<file path="src/rtl/afpr_pkg.sv">
package afpr_pkg;

  localparam int unsigned ADDR_W = 8;
  localparam int unsigned DATA_W = 32;
  localparam int unsigned FLAG_W = 24;
  localparam int unsigned NCH    = 4;

  // Register offsets as printed
  localparam logic [ADDR_W-1:0] OFF_CAUSE  = 8'h26;
  localparam logic [ADDR_W-1:0] OFF_ROUTE  = 8'h27;
  // Offsets chosen for the control and interrupt registers
  localparam logic [ADDR_W-1:0] OFF_ENABLE = 8'h30;
  localparam logic [ADDR_W-1:0] OFF_CTRL   = 8'h31;
  localparam logic [ADDR_W-1:0] OFF_IRQ_ST = 8'h32;
  localparam logic [ADDR_W-1:0] OFF_IRQ_MK = 8'h33;

  // Field positions, shared by status, routing and enable
  localparam int unsigned BIT_OC_LO = 20;
  localparam int unsigned BIT_UC_LO = 16;
  localparam int unsigned BIT_OV_LO = 12;
  localparam int unsigned BIT_UV_LO = 8;
  localparam int unsigned BIT_OP_LO = 4;
  localparam int unsigned BIT_ACC   = 3;
  localparam int unsigned BIT_CNT   = 2;
  localparam int unsigned BIT_CC    = 1;

  // Implemented bits of each register
  localparam logic [FLAG_W-1:0] CAUSE_MASK = 24'hFFFFFC;
  localparam logic [FLAG_W-1:0] ROUTE_MASK = 24'hFFFFFE;
  localparam logic [FLAG_W-1:0] FLAG_RESET = 24'h000000;
  localparam logic [FLAG_W-1:0] ROUTE_RESET = 24'h000000;
  localparam logic [FLAG_W-1:0] ENABLE_RESET = 24'h000000;

  // Control register fields
  localparam int unsigned CTRL_PIN_ALERT = 0;
  localparam logic [1:0]  CTRL_RESET     = 2'h0;

  // Interrupt events
  localparam int unsigned IRQ_W       = 2;
  localparam int unsigned IRQ_TRIP    = 0;
  localparam int unsigned IRQ_CONV    = 1;
  localparam logic [IRQ_W-1:0] IRQ_RESET = 2'h0;

  // Read phase of the cause register clear
  typedef enum logic [1:0] {
    AFPR_IDLE    = 2'b00,
    AFPR_ARMED   = 2'b01
  } afpr_clr_t;

  // Alert source conditions from the limit and accumulator logic
  typedef struct packed {
    logic [NCH-1:0] overcurrent;
    logic [NCH-1:0] undercurrent;
    logic [NCH-1:0] overvoltage;
    logic [NCH-1:0] undervoltage;
    logic [NCH-1:0] overpower;
    logic           accumulator_full;
    logic           sample_counter_full;
    logic           coulomb_count;
    logic           spare;
  } afpr_cond_t;

  // Register port request
  typedef struct packed {
    logic              wr;
    logic              rd;
    logic [ADDR_W-1:0] addr;
    logic [DATA_W-1:0] wdata;
  } afpr_req_t;

endpackage

</file>
<file path="src/rtl/afpr_regbank.sv">
`timescale 1ns/1ps
// Holds the software-written words: routing, enable, control, mask
module afpr_regbank
  import afpr_pkg::*;
(
  input  wire logic              clk,
  input  wire logic              rst,
  input  wire logic              wr,
  input  wire logic [ADDR_W-1:0] addr,
  input  wire logic [DATA_W-1:0] wdata,
  output logic      [FLAG_W-1:0] route_q,
  output logic      [FLAG_W-1:0] enable_q,
  output logic      [1:0]        ctrl_q,
  output logic      [IRQ_W-1:0]  mask_q
);

  logic [FLAG_W-1:0] route_d;
  logic [FLAG_W-1:0] enable_d;
  logic [1:0]        ctrl_d;
  logic [IRQ_W-1:0]  mask_d;

  always_comb begin
    route_d  = route_q;
    enable_d = enable_q;
    ctrl_d   = ctrl_q;
    mask_d   = mask_q;
    if (wr) begin
      case (addr)
        OFF_ROUTE:  route_d  = wdata[FLAG_W-1:0] & ROUTE_MASK; // RULE8
        OFF_ENABLE: enable_d = wdata[FLAG_W-1:0] & ROUTE_MASK;
        OFF_CTRL:   ctrl_d   = wdata[1:0];
        OFF_IRQ_MK: mask_d   = wdata[IRQ_W-1:0];
        default:    route_d  = route_q;
      endcase
    end
  end

  always_ff @(posedge clk) begin
    if (rst) begin
      route_q  <= ROUTE_RESET; // RULE8
      enable_q <= ENABLE_RESET; // RULE16
      ctrl_q   <= CTRL_RESET;
      mask_q   <= IRQ_RESET;
    end else begin
      route_q  <= route_d;
      enable_q <= enable_d;
      ctrl_q   <= ctrl_d;
      mask_q   <= mask_d;
    end
  end

endmodule // afpr_regbank

</file>
<file path="src/rtl/afpr_top.sv">
`timescale 1ns/1ps
// Function
// RULE1: Overvoltage flags of channels 1 to 4 sit at status bits 15 to 12.
// RULE2: Undervoltage flags of channels 1 to 4 sit at status bits 11 to 8.
// RULE3: Overpower flags of channels 1 to 4 sit at status bits 7 to 4.
// RULE4: Status bit 3 flags any accumulator overflow or fullness limit exceeded.
// RULE5: Status bit 2 flags sample counter overflow or fullness limit exceeded.
// RULE6: Status bits 1 and 0 always read as zero.
// RULE7: Routing bits set to one steer their source onto the alert pin.
// RULE8: Routing register is 24 bits, writable, zero at reset, bit 0 unused.
// RULE9: Routing drives the pin only while the pin selects alert function.
// RULE10: Host enables a source before routing it; disabled sources never reach pin. A cause flag latched before disabling still drives the pin.
// RULE11: Host should disable alerts while changing limit values.
// RULE12: Routing bit 15 steers channel 1 overvoltage onto the pin.
// RULE13: Routing bits 23 to 20 steer channels 1 to 4 overcurrent.
// RULE14: Read flags clear after the next conversion unless the cause persists.
// RULE15: Overcurrent flags at bits 23 to 20, undercurrent at 19 to 16.
// RULE16: All limit alerts stay disabled after reset until the host enables them.
// RULE17: Pin is the OR of every tripped and routed source.
module afpr_top
  import afpr_pkg::*;
(
  input  wire logic              clk,
  input  wire logic              rst,
  input  wire logic [ADDR_W-1:0] addr,
  input  wire logic [DATA_W-1:0] wdata,
  input  wire logic              wr,
  input  wire logic              rd,
  output logic      [DATA_W-1:0] rdata,
  input  wire afpr_cond_t        cond,
  input  wire logic              conv_done,
  output logic                   shared_alert_pin,
  output logic                   irq
);

  logic [FLAG_W-1:0] route_q;
  logic [FLAG_W-1:0] enable_q;
  logic [1:0]        ctrl_q;
  logic [IRQ_W-1:0]  mask_q;

  afpr_regbank u_regs (
    .clk      (clk),
    .rst      (rst),
    .wr       (wr),
    .addr     (addr),
    .wdata    (wdata),
    .route_q  (route_q),
    .enable_q (enable_q),
    .ctrl_q   (ctrl_q),
    .mask_q   (mask_q)
  );

  // Flatten the source conditions into the status layout
  function automatic logic [FLAG_W-1:0] afpr_layout(input afpr_cond_t c);
    logic [FLAG_W-1:0] v;
    v = '0;
    for (int i = 0; i < NCH; i++) begin
      v[BIT_OC_LO + NCH - 1 - i] = c.overcurrent[i]; // RULE15
      v[BIT_UC_LO + NCH - 1 - i] = c.undercurrent[i]; // RULE15
      v[BIT_OV_LO + NCH - 1 - i] = c.overvoltage[i]; // RULE1
      v[BIT_UV_LO + NCH - 1 - i] = c.undervoltage[i]; // RULE2
      v[BIT_OP_LO + NCH - 1 - i] = c.overpower[i]; // RULE3
    end
    v[BIT_ACC] = c.accumulator_full; // RULE4
    v[BIT_CNT] = c.sample_counter_full; // RULE5
    v[BIT_CC]  = c.coulomb_count;
    return v;
  endfunction

  logic [FLAG_W-1:0] live;
  logic [FLAG_W-1:0] gated;
  assign live  = afpr_layout(cond);
  assign gated = live & enable_q; // RULE10 RULE16

  // Cause flags and the read-then-conversion clear
  logic [FLAG_W-1:0] flags_q;
  logic [FLAG_W-1:0] flags_d;
  afpr_clr_t         clr_q;
  afpr_clr_t         clr_d;
  logic              cause_rd;
  assign cause_rd = rd && (addr == OFF_CAUSE);

  always_comb begin
    flags_d = flags_q;
    clr_d   = clr_q;
    case (clr_q)
      AFPR_IDLE: begin
        if (cause_rd) begin
          clr_d = AFPR_ARMED;
        end
      end
      AFPR_ARMED: begin
        if (conv_done) begin
          clr_d = cause_rd ? AFPR_ARMED : AFPR_IDLE;
        end
      end
      default: clr_d = AFPR_IDLE;
    endcase
    if (conv_done) begin
      if (clr_q == AFPR_ARMED) begin
        flags_d = gated & CAUSE_MASK; // RULE14
      end else begin
        flags_d = (flags_q | gated) & CAUSE_MASK; // RULE6
      end
    end
  end

  always_ff @(posedge clk) begin
    if (rst) begin
      flags_q <= FLAG_RESET;
      clr_q   <= AFPR_IDLE;
    end else begin
      flags_q <= flags_d;
      clr_q   <= clr_d;
    end
  end

  // Pin: tripped and routed sources, only in alert function
  logic pin_d;
  logic [FLAG_W-1:0] pin_src;
  assign pin_src = flags_q | (gated & ROUTE_MASK); // RULE7
  always_comb begin
    pin_d = 1'b0;
    if (ctrl_q[CTRL_PIN_ALERT]) begin // RULE9
      pin_d = |(pin_src & route_q & ROUTE_MASK); // RULE7 RULE12 RULE13 RULE17
    end
  end

  // Interrupt status: set wins over write-one-to-clear
  logic [IRQ_W-1:0] ist_q;
  logic [IRQ_W-1:0] ist_d;
  logic [IRQ_W-1:0] ev;
  logic             irq_d;
  always_comb begin
    ev = '0;
    ev[IRQ_TRIP] = conv_done && (|(gated & CAUSE_MASK));
    ev[IRQ_CONV] = conv_done;
    ist_d = ist_q;
    if (wr && (addr == OFF_IRQ_ST)) begin
      ist_d = ist_q & ~wdata[IRQ_W-1:0];
    end
    ist_d = ist_d | ev;
    irq_d = |(ist_d & mask_q);
  end

  // Read port
  logic [DATA_W-1:0] rdata_d;
  always_comb begin
    rdata_d = '0;
    if (rd) begin
      case (addr)
        OFF_CAUSE:  rdata_d[FLAG_W-1:0] = flags_q & CAUSE_MASK; // RULE6
        OFF_ROUTE:  rdata_d[FLAG_W-1:0] = route_q; // RULE8
        OFF_ENABLE: rdata_d[FLAG_W-1:0] = enable_q;
        OFF_CTRL:   rdata_d[1:0]        = ctrl_q;
        OFF_IRQ_ST: rdata_d[IRQ_W-1:0]  = ist_q;
        OFF_IRQ_MK: rdata_d[IRQ_W-1:0]  = mask_q;
        default:    rdata_d             = '0;
      endcase
    end
  end

  always_ff @(posedge clk) begin
    if (rst) begin
      rdata            <= '0;
      shared_alert_pin <= 1'b0;
      ist_q            <= IRQ_RESET;
      irq              <= 1'b0;
    end else begin
      rdata            <= rdata_d;
      shared_alert_pin <= pin_d;
      ist_q            <= ist_d;
      irq              <= irq_d;
    end
  end

endmodule // afpr_top

</file>
<file path="config.mk">
export PLATFORM = sky130hd
export DESIGN_NAME = afpr_top
export DESIGN_NICKNAME = d
export VERILOG_FILES = /design/src/rtl/afpr_pkg.sv /design/src/rtl/afpr_regbank.sv /design/src/rtl/afpr_top.sv
export SDC_FILE = /design/constraint.sdc
export NUM_CORES = 1
export LEC_CHECK = 0
export BUFFER_PORTS_ARGS = -buffer_cell sky130_fd_sc_hd__buf_2
export CELL_PAD_IN_SITES_DETAIL_PLACEMENT = 2
export CELL_PAD_IN_SITES_GLOBAL_PLACEMENT = 2
export CORE_MARGIN = 3
export CORE_UTILIZATION = 35
export DETAILED_ROUTE_END_ITERATION = 10
export PLACE_DENSITY_LB_ADDON = 0.1
export SLEW_MARGIN = 40
export SYNTH_ARGS = -nofsm -noshare
export SYNTH_HDL_FRONTEND = slang
export SYNTH_SLANG_ARGS = --single-unit
</file>
<file path="constraint.sdc">
create_clock -name clk -period 5.5 [get_ports clk]
set_input_delay 1.375 -clock clk [delete_from_list [all_inputs] [get_ports clk]]
set_output_delay 1.375 -clock clk [all_outputs]
set_load 0.1 [all_outputs]
</file>
== Word-level counts from Yosys, hierarchy flattened ==
Cells that the tools add are included.

* Flip-flop bits (word level): 112
* Logic and storage cells: 52
* Input bits: 69
* Output and inout bits: 34

* Bitwise logic cells: 10
* Reduce and logical (&&, ||, !) cells: 14
* Equal/unequal tests: 9
* Muxes and demuxes: 8

{| class="wikitable"
|+ Operators by type and width
! operator !! number
|-
| case mux 22 bit (3 select lines) || 1
|-
| bitwise AND 24 bit || 2
|-
| == test 8 x 6 -> 1 bit (second input constant) || 6
|-
| OR 24 bit || 2
|-
| two-way mux 24 bit || 1
|-
| OR reduction 23 bit || 1
|-
| OR reduction 22 bit || 1
|-
| case mux 2 bit (5 select lines) || 1
|-
| AND reduction 2 bit || 5
|-
| two-way mux 2 bit || 3
|-
| OR reduction 2 bit || 3
|-
| bitwise AND 2 bit || 2
|-
| inequality test 2 bit (second input constant) || 2
|-
| case mux 2 bit (2 select lines) || 1
|-
| logical AND 1 bit || 3
|-
| == test 2 x 1 -> 1 bit (second input constant) || 1
|-
| zero test 2 bit || 1
|-
| NOT 1 bit || 2
|-
| NOT 2 bit || 1
|-
| OR 2 bit || 1
|-
| two-way mux 1 bit || 1
|}

== Depth between registers and ports, before layout ==
* Depth in word-level cells: 6
* Gate-level depth with buffers: 8
* Mapped depth without buffers: 5

== Cells and area by module ==
From an unflattened synthesis, not the netlist that was laid out.

* Cells, all modules: 451
* Area total of the unflattened synthesis: 4614.4 um2

{| class="wikitable"
|+ By module, submodules not included
! module !! cells each !! area each (um2) !! times used
|-
| afpr_top || 254 || 2454.9 || 1
|-
| afpr_regbank || 197 || 2159.6 || 1
|}

== Worst setup path after synthesis ==
No wires, ideal clock.

* Kind: in2reg
* Start: input addr[7]
* End: register u_regs.enable_q[12]
* Arrival time: 2966 ps
* Buffers on the path: 2
* Stages on the path: 7
* Path slack: 2391 ps
* Cell sequence: or4b_1 -> buf_2 -> nor4_4 -> nand2_1 -> clkbuf_1 -> nand2_1 -> a21oi_2

* Longest elaborated chain between the ends: 2

{| class="wikitable"
|+ RTL lines
! element !! RTL line !! RTL
|-
| from (decl) || afpr_top.sv:25 || <nowiki>input wire logic [ADDR_W-1:0] addr,</nowiki>
|-
| == test 8 x 6 -> 1 bit || afpr_regbank.sv:28 || <nowiki>case (addr)</nowiki>
|-
| AND reduction 2 bit (no source line) || - ||
|-
| to (signal assigned) || afpr_regbank.sv:46 || <nowiki>enable_q <= enable_d;</nowiki>
|-
| to (decl) || afpr_regbank.sv:12 || <nowiki>output logic [FLAG_W-1:0] enable_q,</nowiki>
|}

Every way passes these cells.
A chain may end at the register's enable or synchronous reset.

== Worst setup path after layout ==
* Start: input addr[7]
* End: register u_regs.enable_q[7]

Same word-level chain as after synthesis.

==> impl_metrics.json <==
{
  "cp.depth": 8,
  "ioPinCount": 103,
  "setup_viol": 0,
  "fill_cells": 1359,
  "clock-root-buffer": "clkbuf_16",
  "r2r_end": "irq",
  "status": "finished clean",
  "dp_hpwl_mm": 10.1,
  "area_growth_syn_to_layout_pct": 18.1,
  "synth_edf_count": 0,
  "period_share_pct": 59.6,
  "clk_latency_ps": 350,
  "cp_common_cell": "buf_4",
  "antenna_found_initial": 0,
  "ant_nets": 0,
  "h-tree-depth": 3,
  "crit_type": "input port to flip-flop",
  "fin_skew_ps": 7.98,
  "vias": 3853,
  "ctsResizeCount": 0,
  "met3_usage_pct": 4.35,
  "design_area_sq_um": 5220,
  "seq_area_frac_synth_pct": 45.8,
  "timing.rr.start": "u_regs.enable_q[7]",
  "start_kind": "input port",
  "grt_pass1_wl_mm": 24.2,
  "crit_buf_inv": 3,
  "final-max-slew-violation-count": 0,
  "wl_per_cell_microns": 21.1,
  "max_slew.worst_pin.slew_ps": 693,
  "cap_violations": 0,
  "layout_commonest_cell": "dfxtp_1",
  "clkSinkCount": 101,
  "drive_above_1_share_pct": 29.6,
  "yosys_warnings": 0,
  "dieArea_sq_um": 14000,
  "rsz0062_at_grt": "false",
  "min_period_ps": 3280,
  "syn_avg_cell_area_sq_um": 9.50,
  "synth_async_sr_flop_share_pct": 0,
  "regArea_sq_um": 2020,
  "synth_cell_types": 40,
  "postCtsSetupRepairBufs": 0,
  "r2r_setup_slack_ps": 3780,
  "cts_hold_buffers": 0,
  "grt_busiest_layer": "met2",
  "use_met2_pct": 38.4,
  "fmax_mhz": 305,
  "cp_max_fo": 23,
  "start_util_pct": 36.3,
  "die_h_microns": 118,
  "drc": 0,
  "startpoint": "addr[7]",
  "relSlewSlack_pct": 53.8,
  "dr.pass1.iters": 4,
  "cp.arrival_ps": 3560,
  "crit_required_ps": 5780,
  "crit_chain": "buf_2 -> or4b_1 -> nor4_4 -> buf_4 -> and2_1 -> buf_4 -> nand2_1 -> a21oi_2",
  "ys_seq_elements": 101,
  "overflow": 0,
  "ys.flop_type": "dfxtp_1",
  "r2r_cells": 5,
  "worstSetupEndpointType": "flip-flop",
  "grt_max_degree": 76,
  "gp_congestion": 0.781,
  "min_from": "u_regs.enable_q[1]",
  "stdcell_count": 709,
  "diodes": 0,
  "min_path_type": "flip-flop to flip-flop",
  "dieWidth_microns": 118,
  "final_nets": 606,
  "timing.setup.tns_ps": 0,
  "final_hold_viol_count": 0,
  "rows": 40,
  "clkTransAtPathRegs_ps": 60,
  "critPathCapture": "u_regs.enable_q[7]",
  "layout_common_cells": "101 x dfxtp_1, 84 x buf_2, 76 x nor2_1",
  "drt_first_iter_violations": 143,
  "ir_drop_mv": 0.128,
  "viasPerCell": 5.43,
  "synth_area_sq_um": 4420,
  "cts_tree": "built",
  "use_met1_pct": 28.0,
  "multi_input_area_sq_um": 2210,
  "cts_made_buffers": 9,
  "first_global_vias": 4256,
  "whs_ps": 480,
  "dp_cells": 693,
  "wl_mm": 14.9,
  "grt_use_total_pct": 22.3,
  "p_leak_nw": 2.13,
  "placed_area_sq_um": 4930,
  "cts_max_path_buffers": 2,
  "path_delay_family": "simple AND/OR/NAND/NOR gates",
  "core_area_sq_um": 12200,
  "port_buffers": 85,
  "syn_inst": 465,
  "power.density_nw_per_um2": 277,
  "slowest_delay_ps": 700,
  "crit_slowest_cell": "or4b_1"
}
Yosys cell counts, types with 4 or more instances:
cell type | number | area, sq um
nand4_1 | 4 | 25.0
buf_4 | 11 | 82.6
mux2i_1 | 27 | 270
nor2_1 | 76 | 285
a22oi_1 | 34 | 255
dfxtp_1 | 101 | 2020
a21o_1 | 22 | 165
a32oi_1 | 24 | 210
a21oi_2 | 20 | 175
mux2_2 | 23 | 259
a21oi_1 | 6 | 30.0
a22o_1 | 5 | 43.8
nand2_1 | 51 | 191
clkbuf_1 | 20 | 75.1
nor3_1 | 4 | 20.0
report_power, final:
group / switching, mW / internal, mW
Clock: 0.273 / 0.342
Combinational: 0.0724 / 0.0229
Sequential: 0.000938 / 0.732
Total: 0.347 / 1.10
layout make-up:
| class | count | area share [%] |
|---|---|---|
| flip-flops and latches | 101 | 38.7 |
| well taps | 168 | 4.03 |
| clock buffers | 14 | 5.25 |
| multi-input cells | 331 | 42.4 |
| inverters | 1 | 0.0719 |
| clock inverters | 1 | 0.0959 |
| repair buffers | 93 | 9.42 |
through the flow:
stage / utilization (%) / setup WS [ps] / power (mW)
global placement: 40.5 / 1660 / 0.843
global route: 42.9 / 2080 / 1.50
CTS: 42.8 / 1980 / 1.46
finish: 42.9 / 2220 / 1.44
floorplan: - / 2390 / 0.806
detailed placement: 40.6 / 1600 / 0.845
worst reg2reg max path, delay by kind of cell, from the launching register on:
family,cells,cell delay (ps)
and+or+nand+nor,1,230
DFF,1,360
AOI/OAI and AO/OA,4,1010
sequential cells by signal, summed over array words and instances, names as in the netlist, 2 cells and up:
register,flops
ist_q,2
u_regs.route_q,23
rdata,24
flags_q,22
u_regs.mask_q,2
u_regs.enable_q,23
u_regs.ctrl_q,2
how the worst min path moves through the flow:
| stage | cells after the start | slack, ps | endpoint |
|---|---|---|---|
| global route | 1 | 520 | shared_alert_pin |
| finish | 2 | 480 | u_regs.enable_q[1] |
| detailed placement | 2 | 480 | u_regs.enable_q[1] |
| global placement | 2 | 460 | clr_q[0] |
| floorplan | 1 | 440 | shared_alert_pin |
| CTS | 2 | 490 | u_regs.enable_q[1] |
kinds of logic after synthesis:
| group | count (synthesis) | synth area share, % |
|---|---|---|
| buf+inv | 40 | 5.01 |
| compound gates | 120 | 21.6 |
| other cells | 1 | 0.0849 |
| flops | 101 | 45.8 |
| simple gates | 152 | 15.1 |
| mux | 51 | 12.5 |
metal layers:
metal  share of wire (%)  vias up
li1                    -     1807
met1                  44     1963
met2                  51       70
met3                 3.2       13
met4                 1.5        0
met5                   0        -
(Power assumes the default switching activity.)
